### src/hw/aie_cfg.svh
// Encodings, field positions and phase counts of the add/and datapath
// Assumes 16-bit instruction words and 8-bit data
`ifndef AIE_CFG_SVH
`define AIE_CFG_SVH
`define AIE_OP_ADD_LIT    8'h0f
`define AIE_OP_AND_LIT    8'h0b
`define AIE_OP6_ADD_FILE  6'h09
`define AIE_OP6_ADD_CARRY 6'h08
`define AIE_OP6_AND_FILE  6'h05
`define AIE_DEST_BIT      9
`define AIE_BANK_BIT      8
`define AIE_ACCESS_SPLIT  8'h80
`define AIE_ACCESS_HI     4'hf
`define AIE_ACCESS_LO     4'h0
`define AIE_PHASES        4
`endif

### src/hw/aie_pkg.sv
// Types shared by the add/and datapath files
// Assumes aie_cfg.svh is included where constants are needed
package aie_pkg;
   typedef enum logic [1:0] {
      AIE_PH_DECODE  = 2'b00,
      AIE_PH_READ    = 2'b01,
      AIE_PH_PROCESS = 2'b10,
      AIE_PH_WRITE   = 2'b11
   } aie_phase_t;
   typedef enum logic [2:0] {
      AIE_OP_NONE      = 3'b000,
      AIE_OP_ADD_LIT   = 3'b001,
      AIE_OP_AND_LIT   = 3'b010,
      AIE_OP_ADD_FILE  = 3'b011,
      AIE_OP_ADD_CARRY = 3'b100,
      AIE_OP_AND_FILE  = 3'b101
   } aie_op_t;
endpackage

### src/hw/aie_alu.sv
// Combinational 8-bit add/and unit with flag generation
// Assumes operands are stable for the whole processing phase
`timescale 1ns/10ps
`include "aie_cfg.svh"
module aie_alu (
   input  wire logic [7:0] a_i,
   input  wire logic [7:0] b_i,
   input  wire logic       cin_i,
   input  wire logic       is_and_i,
   output logic      [7:0] res_o,
   output logic            n_o,
   output logic            ov_o,
   output logic            c_o,
   output logic            dc_o,
   output logic            z_o
);
   logic [8:0] sum;
   logic [4:0] low;
   always_comb begin
      sum  = {1'b0, a_i} + {1'b0, b_i} + {8'h00, cin_i};
      low  = {1'b0, a_i[3:0]} + {1'b0, b_i[3:0]} + {4'h0, cin_i};
      res_o = is_and_i ? (a_i & b_i) : sum[7:0];
      n_o  = res_o[7];
      z_o  = (res_o == 8'h00);
      c_o  = sum[8];
      dc_o = low[4];
      ov_o = (a_i[7] == b_i[7]) && (sum[7] != a_i[7]);
   end
endmodule // aie_alu

### src/hw/aie_exec.sv
// Execution datapath for add and and instructions, four phases each
// Assumes data memory reads combinationally from file_addr_o
`timescale 1ns/10ps
`include "aie_cfg.svh"
module aie_exec (
   input  wire logic        core_clk_i,
   input  wire logic        rst_n_i,
   input  wire logic        instr_valid_i,
   input  wire logic [15:0] instr_i,
   input  wire logic [3:0]  bank_pointer_i,
   input  wire logic [7:0]  file_rdata_i,
   output logic             instr_ready_o,
   output logic      [11:0] file_addr_o,
   output logic             file_we_o,
   output logic      [7:0]  file_wdata_o,
   output logic      [7:0]  wreg_o,
   output logic      [4:0]  status_o,
   output logic             done_o
);
   //------------------------------------------------------------
   // State
   //------------------------------------------------------------
   typedef struct packed {
      aie_pkg::aie_phase_t phase;
      aie_pkg::aie_op_t    op;
      logic [15:0]         instr;
      logic [7:0]          opb;
      logic [7:0]          res;
      logic [4:0]          flg_nxt;
      logic [11:0]         addr;
      logic                we;
      logic [7:0]          wdata;
      logic [7:0]          wreg;
      logic [4:0]          status;
      logic                ready;
      logic                done;
   } aie_state_t;
   // status bits: {n, ov, z, dc, c}
   aie_state_t st_r;
   aie_state_t st_nxt;
   logic [7:0] alu_res;
   logic       f_n, f_ov, f_c, f_dc, f_z;
   logic       is_and, is_lit;
   assign is_and = (st_r.op == aie_pkg::AIE_OP_AND_LIT) ||
                   (st_r.op == aie_pkg::AIE_OP_AND_FILE);
   assign is_lit = (st_r.op == aie_pkg::AIE_OP_AND_LIT) ||
                   (st_r.op == aie_pkg::AIE_OP_ADD_LIT);
   aie_alu u_alu (
      .a_i      (st_r.wreg),
      .b_i      (st_r.opb),
      .cin_i    ((st_r.op == aie_pkg::AIE_OP_ADD_CARRY) & st_r.status[0]),
      .is_and_i (is_and),
      .res_o    (alu_res),
      .n_o      (f_n),
      .ov_o     (f_ov),
      .c_o      (f_c),
      .dc_o     (f_dc),
      .z_o      (f_z)
   );
   //------------------------------------------------------------
   // Next state
   //------------------------------------------------------------
   always_comb begin
      st_nxt       = st_r;
      st_nxt.we    = 1'b0;
      st_nxt.done  = 1'b0;
      unique case (st_r.phase)
         aie_pkg::AIE_PH_DECODE: begin
            st_nxt.ready = 1'b1;
            if (st_r.ready && instr_valid_i) begin
               st_nxt.ready = 1'b0;
               st_nxt.instr = instr_i;
               st_nxt.op    = aie_pkg::AIE_OP_NONE;
               if (instr_i[15:8] == `AIE_OP_ADD_LIT)
                  st_nxt.op = aie_pkg::AIE_OP_ADD_LIT;
               else if (instr_i[15:8] == `AIE_OP_AND_LIT)
                  st_nxt.op = aie_pkg::AIE_OP_AND_LIT;
               else if (instr_i[15:10] == `AIE_OP6_ADD_FILE)
                  st_nxt.op = aie_pkg::AIE_OP_ADD_FILE;
               else if (instr_i[15:10] == `AIE_OP6_ADD_CARRY)
                  st_nxt.op = aie_pkg::AIE_OP_ADD_CARRY;
               else if (instr_i[15:10] == `AIE_OP6_AND_FILE)
                  st_nxt.op = aie_pkg::AIE_OP_AND_FILE;
               // Access bank splits low and high halves
               if (instr_i[`AIE_BANK_BIT])
                  st_nxt.addr = {bank_pointer_i, instr_i[7:0]};
               else if (instr_i[7:0] < `AIE_ACCESS_SPLIT)
                  st_nxt.addr = {`AIE_ACCESS_LO, instr_i[7:0]};
               else
                  st_nxt.addr = {`AIE_ACCESS_HI, instr_i[7:0]};
               st_nxt.phase = aie_pkg::AIE_PH_READ;
            end
         end
         aie_pkg::AIE_PH_READ: begin
            st_nxt.opb   = is_lit ? st_r.instr[7:0] : file_rdata_i;
            st_nxt.phase = aie_pkg::AIE_PH_PROCESS;
         end
         aie_pkg::AIE_PH_PROCESS: begin
            st_nxt.res     = alu_res;
            st_nxt.flg_nxt = st_r.status;
            if (is_and) begin
               st_nxt.flg_nxt[4] = f_n;
               st_nxt.flg_nxt[2] = f_z;
            end else begin
               st_nxt.flg_nxt = {f_n, f_ov, f_z, f_dc, f_c};
            end
            st_nxt.phase = aie_pkg::AIE_PH_WRITE;
         end
         aie_pkg::AIE_PH_WRITE: begin
            if (st_r.op != aie_pkg::AIE_OP_NONE) begin
               st_nxt.status = st_r.flg_nxt;
               if (is_lit || !st_r.instr[`AIE_DEST_BIT]) begin
                  st_nxt.wreg = st_r.res;
               end else begin
                  st_nxt.we    = 1'b1;
                  st_nxt.wdata = st_r.res;
               end
            end
            st_nxt.done  = 1'b1;
            st_nxt.ready = 1'b1;
            st_nxt.phase = aie_pkg::AIE_PH_DECODE;
         end
      endcase
   end
   always_ff @(posedge core_clk_i or negedge rst_n_i) begin
      if (!rst_n_i)
         st_r <= '0;
      else
         st_r <= st_nxt;
   end
   assign instr_ready_o = st_r.ready;
   assign file_addr_o   = st_r.addr;
   assign file_we_o     = st_r.we;
   assign file_wdata_o  = st_r.wdata;
   assign wreg_o        = st_r.wreg;
   assign status_o      = st_r.status;
   assign done_o        = st_r.done;
   //------------------------------------------------------------
   // Checks
   //------------------------------------------------------------
   property p_phase_seq;
      @(posedge core_clk_i) disable iff (!rst_n_i)
      (st_r.phase == aie_pkg::AIE_PH_DECODE && st_r.ready && instr_valid_i)
      |=> ##2 done_o == 1'b0 ##1 done_o;
   endproperty
   a_phase_seq: assert property (p_phase_seq)
      else $error("Instruction did not finish in four phases");
   property p_and_lit;
      @(posedge core_clk_i) disable iff (!rst_n_i)
      (st_r.ready && instr_valid_i && instr_i[15:8] == `AIE_OP_AND_LIT)
      |-> ##4 wreg_o == ($past(wreg_o, 4) & $past(instr_i[7:0], 4));
   endproperty
   a_and_lit: assert property (p_and_lit)
      else $error("And literal result wrong");
   property p_and_flags;
      @(posedge core_clk_i) disable iff (!rst_n_i)
      (done_o && $past(is_and))
      |-> status_o[3] == $past(status_o[3]) && status_o[1:0] ==
          $past(status_o[1:0]);
   endproperty
   a_and_flags: assert property (p_and_flags)
      else $error("And changed arithmetic flags");
   property p_add_lit;
      @(posedge core_clk_i) disable iff (!rst_n_i)
      (st_r.ready && instr_valid_i && instr_i[15:8] == `AIE_OP_ADD_LIT)
      |-> ##4 wreg_o == 8'($past(wreg_o, 4) + $past(instr_i[7:0], 4));
   endproperty
   a_add_lit: assert property (p_add_lit)
      else $error("Add literal result wrong");
   property p_dest_w;
      @(posedge core_clk_i) disable iff (!rst_n_i)
      (st_r.phase == aie_pkg::AIE_PH_WRITE && !is_lit &&
       st_r.op != aie_pkg::AIE_OP_NONE && !st_r.instr[`AIE_DEST_BIT])
      |=> !file_we_o && wreg_o == $past(st_r.res);
   endproperty
   a_dest_w: assert property (p_dest_w)
      else $error("Destination zero did not write working register");
   property p_dest_f;
      @(posedge core_clk_i) disable iff (!rst_n_i)
      (st_r.phase == aie_pkg::AIE_PH_WRITE && !is_lit &&
       st_r.op != aie_pkg::AIE_OP_NONE && st_r.instr[`AIE_DEST_BIT])
      |=> file_we_o && file_wdata_o == $past(st_r.res) && $stable(wreg_o);
   endproperty
   a_dest_f: assert property (p_dest_f)
      else $error("Destination one did not write file register");
   property p_bank;
      @(posedge core_clk_i) disable iff (!rst_n_i)
      (st_r.ready && instr_valid_i && instr_i[`AIE_BANK_BIT])
      |=> file_addr_o == {$past(bank_pointer_i), $past(instr_i[7:0])};
   endproperty
   a_bank: assert property (p_bank)
      else $error("Bank pointer address wrong");
   property p_carry;
      @(posedge core_clk_i) disable iff (!rst_n_i)
      (st_r.phase == aie_pkg::AIE_PH_PROCESS &&
       st_r.op == aie_pkg::AIE_OP_ADD_CARRY)
      |=> st_r.res == 8'(st_r.wreg + $past(st_r.opb) + $past(st_r.status[0]));
   endproperty
   a_carry: assert property (p_carry)
      else $error("Add with carry sum wrong");
   property p_add_file;
      @(posedge core_clk_i) disable iff (!rst_n_i)
      (st_r.phase == aie_pkg::AIE_PH_PROCESS &&
       st_r.op == aie_pkg::AIE_OP_ADD_FILE)
      |=> st_r.res == 8'($past(st_r.wreg) + $past(st_r.opb));
   endproperty
   a_add_file: assert property (p_add_file)
      else $error("Add to file sum wrong");
   property p_and_file;
      @(posedge core_clk_i) disable iff (!rst_n_i)
      (st_r.phase == aie_pkg::AIE_PH_PROCESS &&
       st_r.op == aie_pkg::AIE_OP_AND_FILE)
      |=> st_r.res == ($past(st_r.wreg) & $past(st_r.opb));
   endproperty
   a_and_file: assert property (p_and_file)
      else $error("And with file result wrong");
endmodule // aie_exec

### config.mk
export PLATFORM = sky130hd
export DESIGN_NAME = aie_exec
export DESIGN_NICKNAME = d
export VERILOG_FILES = /design/src/hw/aie_pkg.sv /design/src/hw/aie_alu.sv /design/src/hw/aie_exec.sv
export VERILOG_INCLUDE_DIRS = /design/src /design/src/hw
export SDC_FILE = /design/constraint.sdc
export NUM_CORES = 1
export LEC_CHECK = 0
export BUFFER_PORTS_ARGS = -buffer_cell sky130_fd_sc_hd__buf_4
export CAP_MARGIN = 40
export CORE_ASPECT_RATIO = 1.2
export CORE_MARGIN = 2
export CORE_UTILIZATION = 35
export CTS_BUF_LIST = sky130_fd_sc_hd__clkbuf_16
export DETAILED_ROUTE_END_ITERATION = 10
export GPL_TIMING_DRIVEN = 1
export MAX_ROUTING_LAYER = met4
export PLACE_DENSITY = 0.62
export SKIP_LAST_GASP = 1
export SLEW_MARGIN = 10
export SYNTH_ARGS = -nofsm -noshare
export SYNTH_HDL_FRONTEND = slang
export SYNTH_SLANG_ARGS = --single-unit
### constraint.sdc
create_clock -name core_clk_i -period 7.43 [get_ports core_clk_i]
set_input_delay 0.3715 -clock core_clk_i [delete_from_list [all_inputs] [get_ports core_clk_i]]
set_output_delay 0.3715 -clock core_clk_i [all_outputs]
set_load 0.02 [all_outputs]
Word-level counts from Yosys, hierarchy flattened
Index checks and enable logic that the tools add are counted.
{ "totals": {"wordCells": 70, "out_inout_bits": 36, "in_bits": 31, "register_bits": 78} }
{ "classes": {"n_mux": 20, "magnitude_cmp": 1, "reduce_logical": 14, "eq_ne": 15, "n_bitwise": 3, "add_sub_neg": 4} }
{ "op_table": {"columns": ["cell", "count"], "rows": [
  ["$mux 22", 2],
  ["$mux 12", 2],
  ["$mux 8", 3],
  ["$mux 21", 1],
  ["$eq 8x4->1 const B", 2],
  ["$mux 3", 5],
  ["$eq 6x4->1 const B", 2],
  ["$add 8x8->9", 1],
  ["$add 9x1->9", 1],
  ["$mux 9", 1],
  ["$and 8x8->8", 1],
  ["$logic_not 8->1", 1],
  ["$lt 8x8->1 const B", 1],
  ["$pmux 2 s4", 1],
  ["$eq 3x3->1 const B", 2],
  ["$eq 6x3->1 const B", 1],
  ["$reduce_and 3->1", 2],
  ["$add 4x4->5", 1],
  ["$add 5x1->5", 1],
  ["$eq 2x2->1 const B", 2],
  ["$reduce_and 2->1", 2],
  ["$eq 3x1->1 const B", 1],
  ["$eq 3x2->1 const B", 1],
  ["$logic_or 1x1->1", 3],
  ["14 further kinds", 17]
]} }

Logic depth before layout (Yosys ltp)
{ "depth": {"ltp_word": 8, "mapped_depth": 10, "mapped_depth_nobuf": 9} }

Modules after synthesis
From an unflattened synthesis, not the netlist that was laid out.
{ "unflattened": {"cells_unflattened": 323, "hier_area_um2": 3527.1} }
{ "modules_own_cells": {"columns": ["module", "area_each_um2", "n_inst", "seq_area_each_um2", "cells_each"], "rows": [
  ["aie_exec", 2981.6, 1, 1576.5, 250],
  ["aie_alu", 545.5, 1, 0.0, 73]
]} }

Worst setup path before layout
OpenSTA, ideal clock, no wires.
{ "synth_path": {"path_kind": "register to register", "start": "register st_r[75] (netlist bit)", "end": "register st_r[38] (netlist bit)", "n_path_buf": 1, "slack_ns": 4.909, "period_less_slack_ns": 2.521, "required_time_ns": 7.326, "path_stages_with_launch": 11, "arrival_time_ns": 2.417, "setup_ns": 0.104, "cell_sequence": "dfrtp_1 > buf_2 > nand2_1 > nor3_1 > fa_1 > fa_1 > xor2_1 > or3_1 > a211oi_1 > o221ai_1 > o41ai_2"} }
{ "synth_between": {"elab_chain_cells": 5, "elab_cells_between_ends": 8, "cone_classes": "add/sub (1); eq/ne (3); mux (1); bitwise (1); reduce/logical (2)"} }
{ "synth_lines": {"columns": ["item", "line", "text"], "rows": [
  ["start, declared", "aie_exec.sv:39", "aie_state_t st_r;"],
  ["start signal, assigned", "aie_exec.sv:129", "st_r <= st_nxt;"],
  ["$eq 3x3->1", "aie_exec.sv:51", ".cin_i ((st_r.op == aie_pkg::AIE_OP_ADD_CARRY) & st_r.status[0]),"],
  ["$and 1x1->1", "aie_exec.sv:51", null],
  ["$add 9x1->9", "aie_alu.sv:20", "sum = {1'b0, a_i} + {1'b0, b_i} + {8'h00, cin_i};"],
  ["$mux 8 *", "aie_alu.sv:22", "res_o = is_and_i ? (a_i & b_i) : sum[7:0];"],
  ["$logic_not 8->1 *", "aie_alu.sv:24", "z_o = (res_o == 8'h00);"]
]} }
Mark *: on every way between the ends. The rest lies on a longest branch, timed or not.
A chain may end at the register's enable or synchronous reset.

Final worst setup path
Same ends and word-level chain as after synthesis.

==> metrics.txt <==
status=completed; global-route usage over all layers=14.27%; number of port buffers=66; number of antenna-violating nets in the routed design=0; placer congestion estimate=~0.84; number of gates given a new drive strength after cts=0; vias in the first global route=~2.3k; number of buffers created by CTS=9; Reg2Reg Capture Point=st_r[38]$_DFFE_PN0P_; crit path DAT=2.90 ns; # Max-Cap Violations=0; Sequential Power Share=33.1%; post-DR vias/cell=4.909; Slew HR=between 40% and 50%; cell at the root of the clock tree=sky130_fd_sc_hd__clkbuf_16; register-to-register setup slack=4.75 ns; main flop type after synthesis=sky130_fd_sc_hd__dfrtp_1; Synth area leader=sky130_fd_sc_hd__dfrtp_1; ranking of synthesized cells by area=sky130_fd_sc_hd__dfrtp_1 (46%), sky130_fd_sc_hd__mux2_2 (11%), sky130_fd_sc_hd__buf_4 (7.6%); category of the most critical setup path=reg -> reg; part of the cycle the worst path needs=a little over a third; shortest clock period the worst path allows after layout=between 2 and 3 ns; sum of negative setup slack=0 ns; P_leak=1.889 nW; cell area after technology mapping=roughly 3300 um^2; portion of total power attributed to the clock network=19.5%; sort of element at the end of the critical path=register; final count of pins violating max slew=0; Chip Height=111.1 um; H-tree lvl count=3; Post-CTS Setup Inserts=0; Top-Level Pins=67; final count of negative-setup-slack endpoints=0; insertion delay of the later-clocked pin in the worst-skew pair=roughly 0.32 ns; Max clock buf depth=2; DP Worst Slack=around 4.8 ns; part of the total power dissipated in combinational logic=47.5%; worst vdd rail ir drop=~0.19 mV; synthesis-stage register bit count=62; effective utilization at floorplan=35.54%; worst reg2reg startpoint=st_r[75]$_DFFE_PN0P_; Net Switching=~0.70 mW; synth-to-layout area growth=18.21%; share of final-layout standard cells stronger than drive strength 1=between 30 and 40%; post-synth top area share=between 40% and 50%; leading cell type by number of instances after synthesis=sky130_fd_sc_hd__dfrtp_1; critical path data required time=~7.7 ns; cell area after layout=between 3000 and 4000 um^2; drc violations=0; number of buffers inserted for hold repair after clock tree synthesis=0; x dimension of the die=~93 um; routed wire length=6672 um; row count=39; initial antenna violation count=0; mean post-synth cell area=around 11 um^2; Detailed Route Iter0 Violations=approximately 100; clk sinks=62; internal power=1.090 mW; Post-synth EDFFs=0; Post-synth top cells=sky130_fd_sc_hd__dfrtp_1 (62), sky130_fd_sc_hd__buf_4 (34), sky130_fd_sc_hd__mux2_2 (34); path type of the worst min-delay path=in -> async; area taken by flip-flops and latches=between 1500 and 2000 um^2; Die Area=10360 um^2; share of synthesized area occupied by flip-flops and latches=around 46%; TritonCTS clock tree=done; category of the worst setup path launch point=register; fmax=0.3728 GHz; asr flop ratio synth=100.0%; Warnings, synthesis=0; vias=between 2k and 2.5k; post-synthesis instance total=slightly above 300; syn nets=356; Final Hold Viols=0; Net count, final=390; count of cell types in the netlist=45; global-route wire length before repair=between 10000 and 15000 um; Critical path origin=st_r[75]$_DFFE_PN0P_; maximum clock skew at final layout=approximately 0.0067 ns; total placed instance area=between 3000 and 4000 um^2; power density cells=between 400 and 500 nW/um^2; final worst setup slack=4.748 ns; slew of the pin with the lowest slew margin=a little under 0.8 ns; overall power of the completed layout=1.792 mW; area of the multi-input gates=approximately 1500 um^2; # placed instances=about 460; Core ar.=roughly 9400 um^2; WL per Instance=between 10 and 15 um; filler instances=920; setup repair after global routing missed its margin=false; CP max FO=6; maximum number of pins on one net before global-route repair=63; Sw Share=roughly two fifths; depth of the most critical reg-to-reg path=9; post-route non-filler standard cell count=roughly 470; global-route congestion overflow total=0; antenna cells=0; register clock-pin slew on the reported worst setup and hold paths=around 0.05 ns; detailed-routing iteration count for the pre-antenna-repair pass=4; HPWL after detailed placement=4898 um
stage by stage:
stage	hold WS (ns)	util, %
after floorplan	0.07591	-
after global placement	0.4649	39.15
after detailed placement	0.4661	39.37
after CTS	0.1599	42.01
after global routing	0.1851	42.01
final	0.1034	42.01
cells by family after synthesis:
group | after synthesis | share of synthesized area [%]
buffers and inverters | 52 | 10.02
AOI/OAI and AO/OA | 60 | 11.63
and+or+nand+nor | 75 | 10.84
DFF | 62 | 46.36
xor gates and xnor gates | 4 | 1.047
muxes | 44 | 14.43
adders and majority gates | 14 | 5.682
cells in the final DEF (no fill, tap or decap), types with 2 or more instances in the layout:
cell / instances
sky130_fd_sc_hd__a21oi_1: 20
sky130_fd_sc_hd__fa_1: 2
sky130_fd_sc_hd__nor4b_1: 3
sky130_fd_sc_hd__xor2_1: 2
sky130_fd_sc_hd__xnor2_1: 2
sky130_fd_sc_hd__ha_1: 12
sky130_fd_sc_hd__o21a_1: 2
sky130_fd_sc_hd__buf_4: 66
sky130_fd_sc_hd__a31oi_1: 5
sky130_fd_sc_hd__mux2_2: 34
sky130_fd_sc_hd__nor3_1: 2
sky130_fd_sc_hd__a22o_1: 2
sky130_fd_sc_hd__clkbuf_16: 9
sky130_fd_sc_hd__a211oi_1: 3
sky130_fd_sc_hd__nand3_1: 6
sky130_fd_sc_hd__nor4_1: 5
sky130_fd_sc_hd__or4_1: 2
sky130_fd_sc_hd__o31ai_1: 4
sky130_fd_sc_hd__or3_1: 3
sky130_fd_sc_hd__nand2_1: 26
sky130_fd_sc_hd__inv_1: 10
sky130_fd_sc_hd__clkinv_1: 2
sky130_fd_sc_hd__mux2i_1: 10
sky130_fd_sc_hd__nor2_1: 22
sky130_fd_sc_hd__o21ai_0: 13
sky130_fd_sc_hd__o21bai_1: 2
sky130_fd_sc_hd__dfrtp_1: 62
layer usage:
metal	global-route usage [%]	routed length, um
met2	21.01	2990
met3	2.719	394
met1	18.31	3111
met5	-	0
met4	8.137	175
worst max path at each step:
stage,slack (ns),to,cells after the start
3_5_place_dp,4.75,st_r[38]$_DFFE_PN0P_,9
2_1_floorplan,4.91,st_r[38]$_DFFE_PN0P_,10
4_1_cts,4.74,st_r[38]$_DFFE_PN0P_,9
3_3_place_gp,4.81,st_r[38]$_DFFE_PN0P_,9
5_1_grt,4.63,st_r[38]$_DFFE_PN0P_,9
6_report,4.75,st_r[38]$_DFFE_PN0P_,9
layout make-up:
cell class / instances / area share [%]
clock buffers: 9 / 5.693
clock inverters: 6 / 0.6009
inverters: 7 / 0.6641
multi-input cells: 197 / 36.91
flip-flops and latches: 62 / 39.22
well taps: 123 / 3.890
repair buffers: 68 / 13.03
power by group through the flow:
stage	sequential, mW	clock, mW	combinational (mW)
2_1_floorplan	0.564	0	0.713
3_3_place_gp	0.590	0	0.839
3_5_place_dp	0.599	0	0.857
4_1_cts	0.595	0.359	0.860
5_1_grt	0.614	0.375	0.942
6_report	0.593	0.349	0.850
sequential cells by signal, indices dropped and copies added (netlist names):
| register | count |
|---|---|
| file_wdata_o | 8 |
| st_r | 34 |
| done_o | 1 |
| file_we_o | 1 |
| wreg_o | 8 |
| instr_ready_o | 1 |
| status_o | 5 |
| file_addr_o | 4 |
worst max-delay path, stage by stage (launching register included):
cell and delay (ns):
sky130_fd_sc_hd__dfrtp_1 0.46, sky130_fd_sc_hd__nand2_1 0.09, sky130_fd_sc_hd__nor3_1 0.05, sky130_fd_sc_hd__fa_1 0.45
sky130_fd_sc_hd__fa_1 0.44, sky130_fd_sc_hd__xor2_1 0.17, sky130_fd_sc_hd__or3_1 0.31, sky130_fd_sc_hd__a211oi_1 0.22
sky130_fd_sc_hd__o221ai_1 0.17, sky130_fd_sc_hd__o41ai_2 0.21
Note: power is estimated with default switching activity, not from simulation.
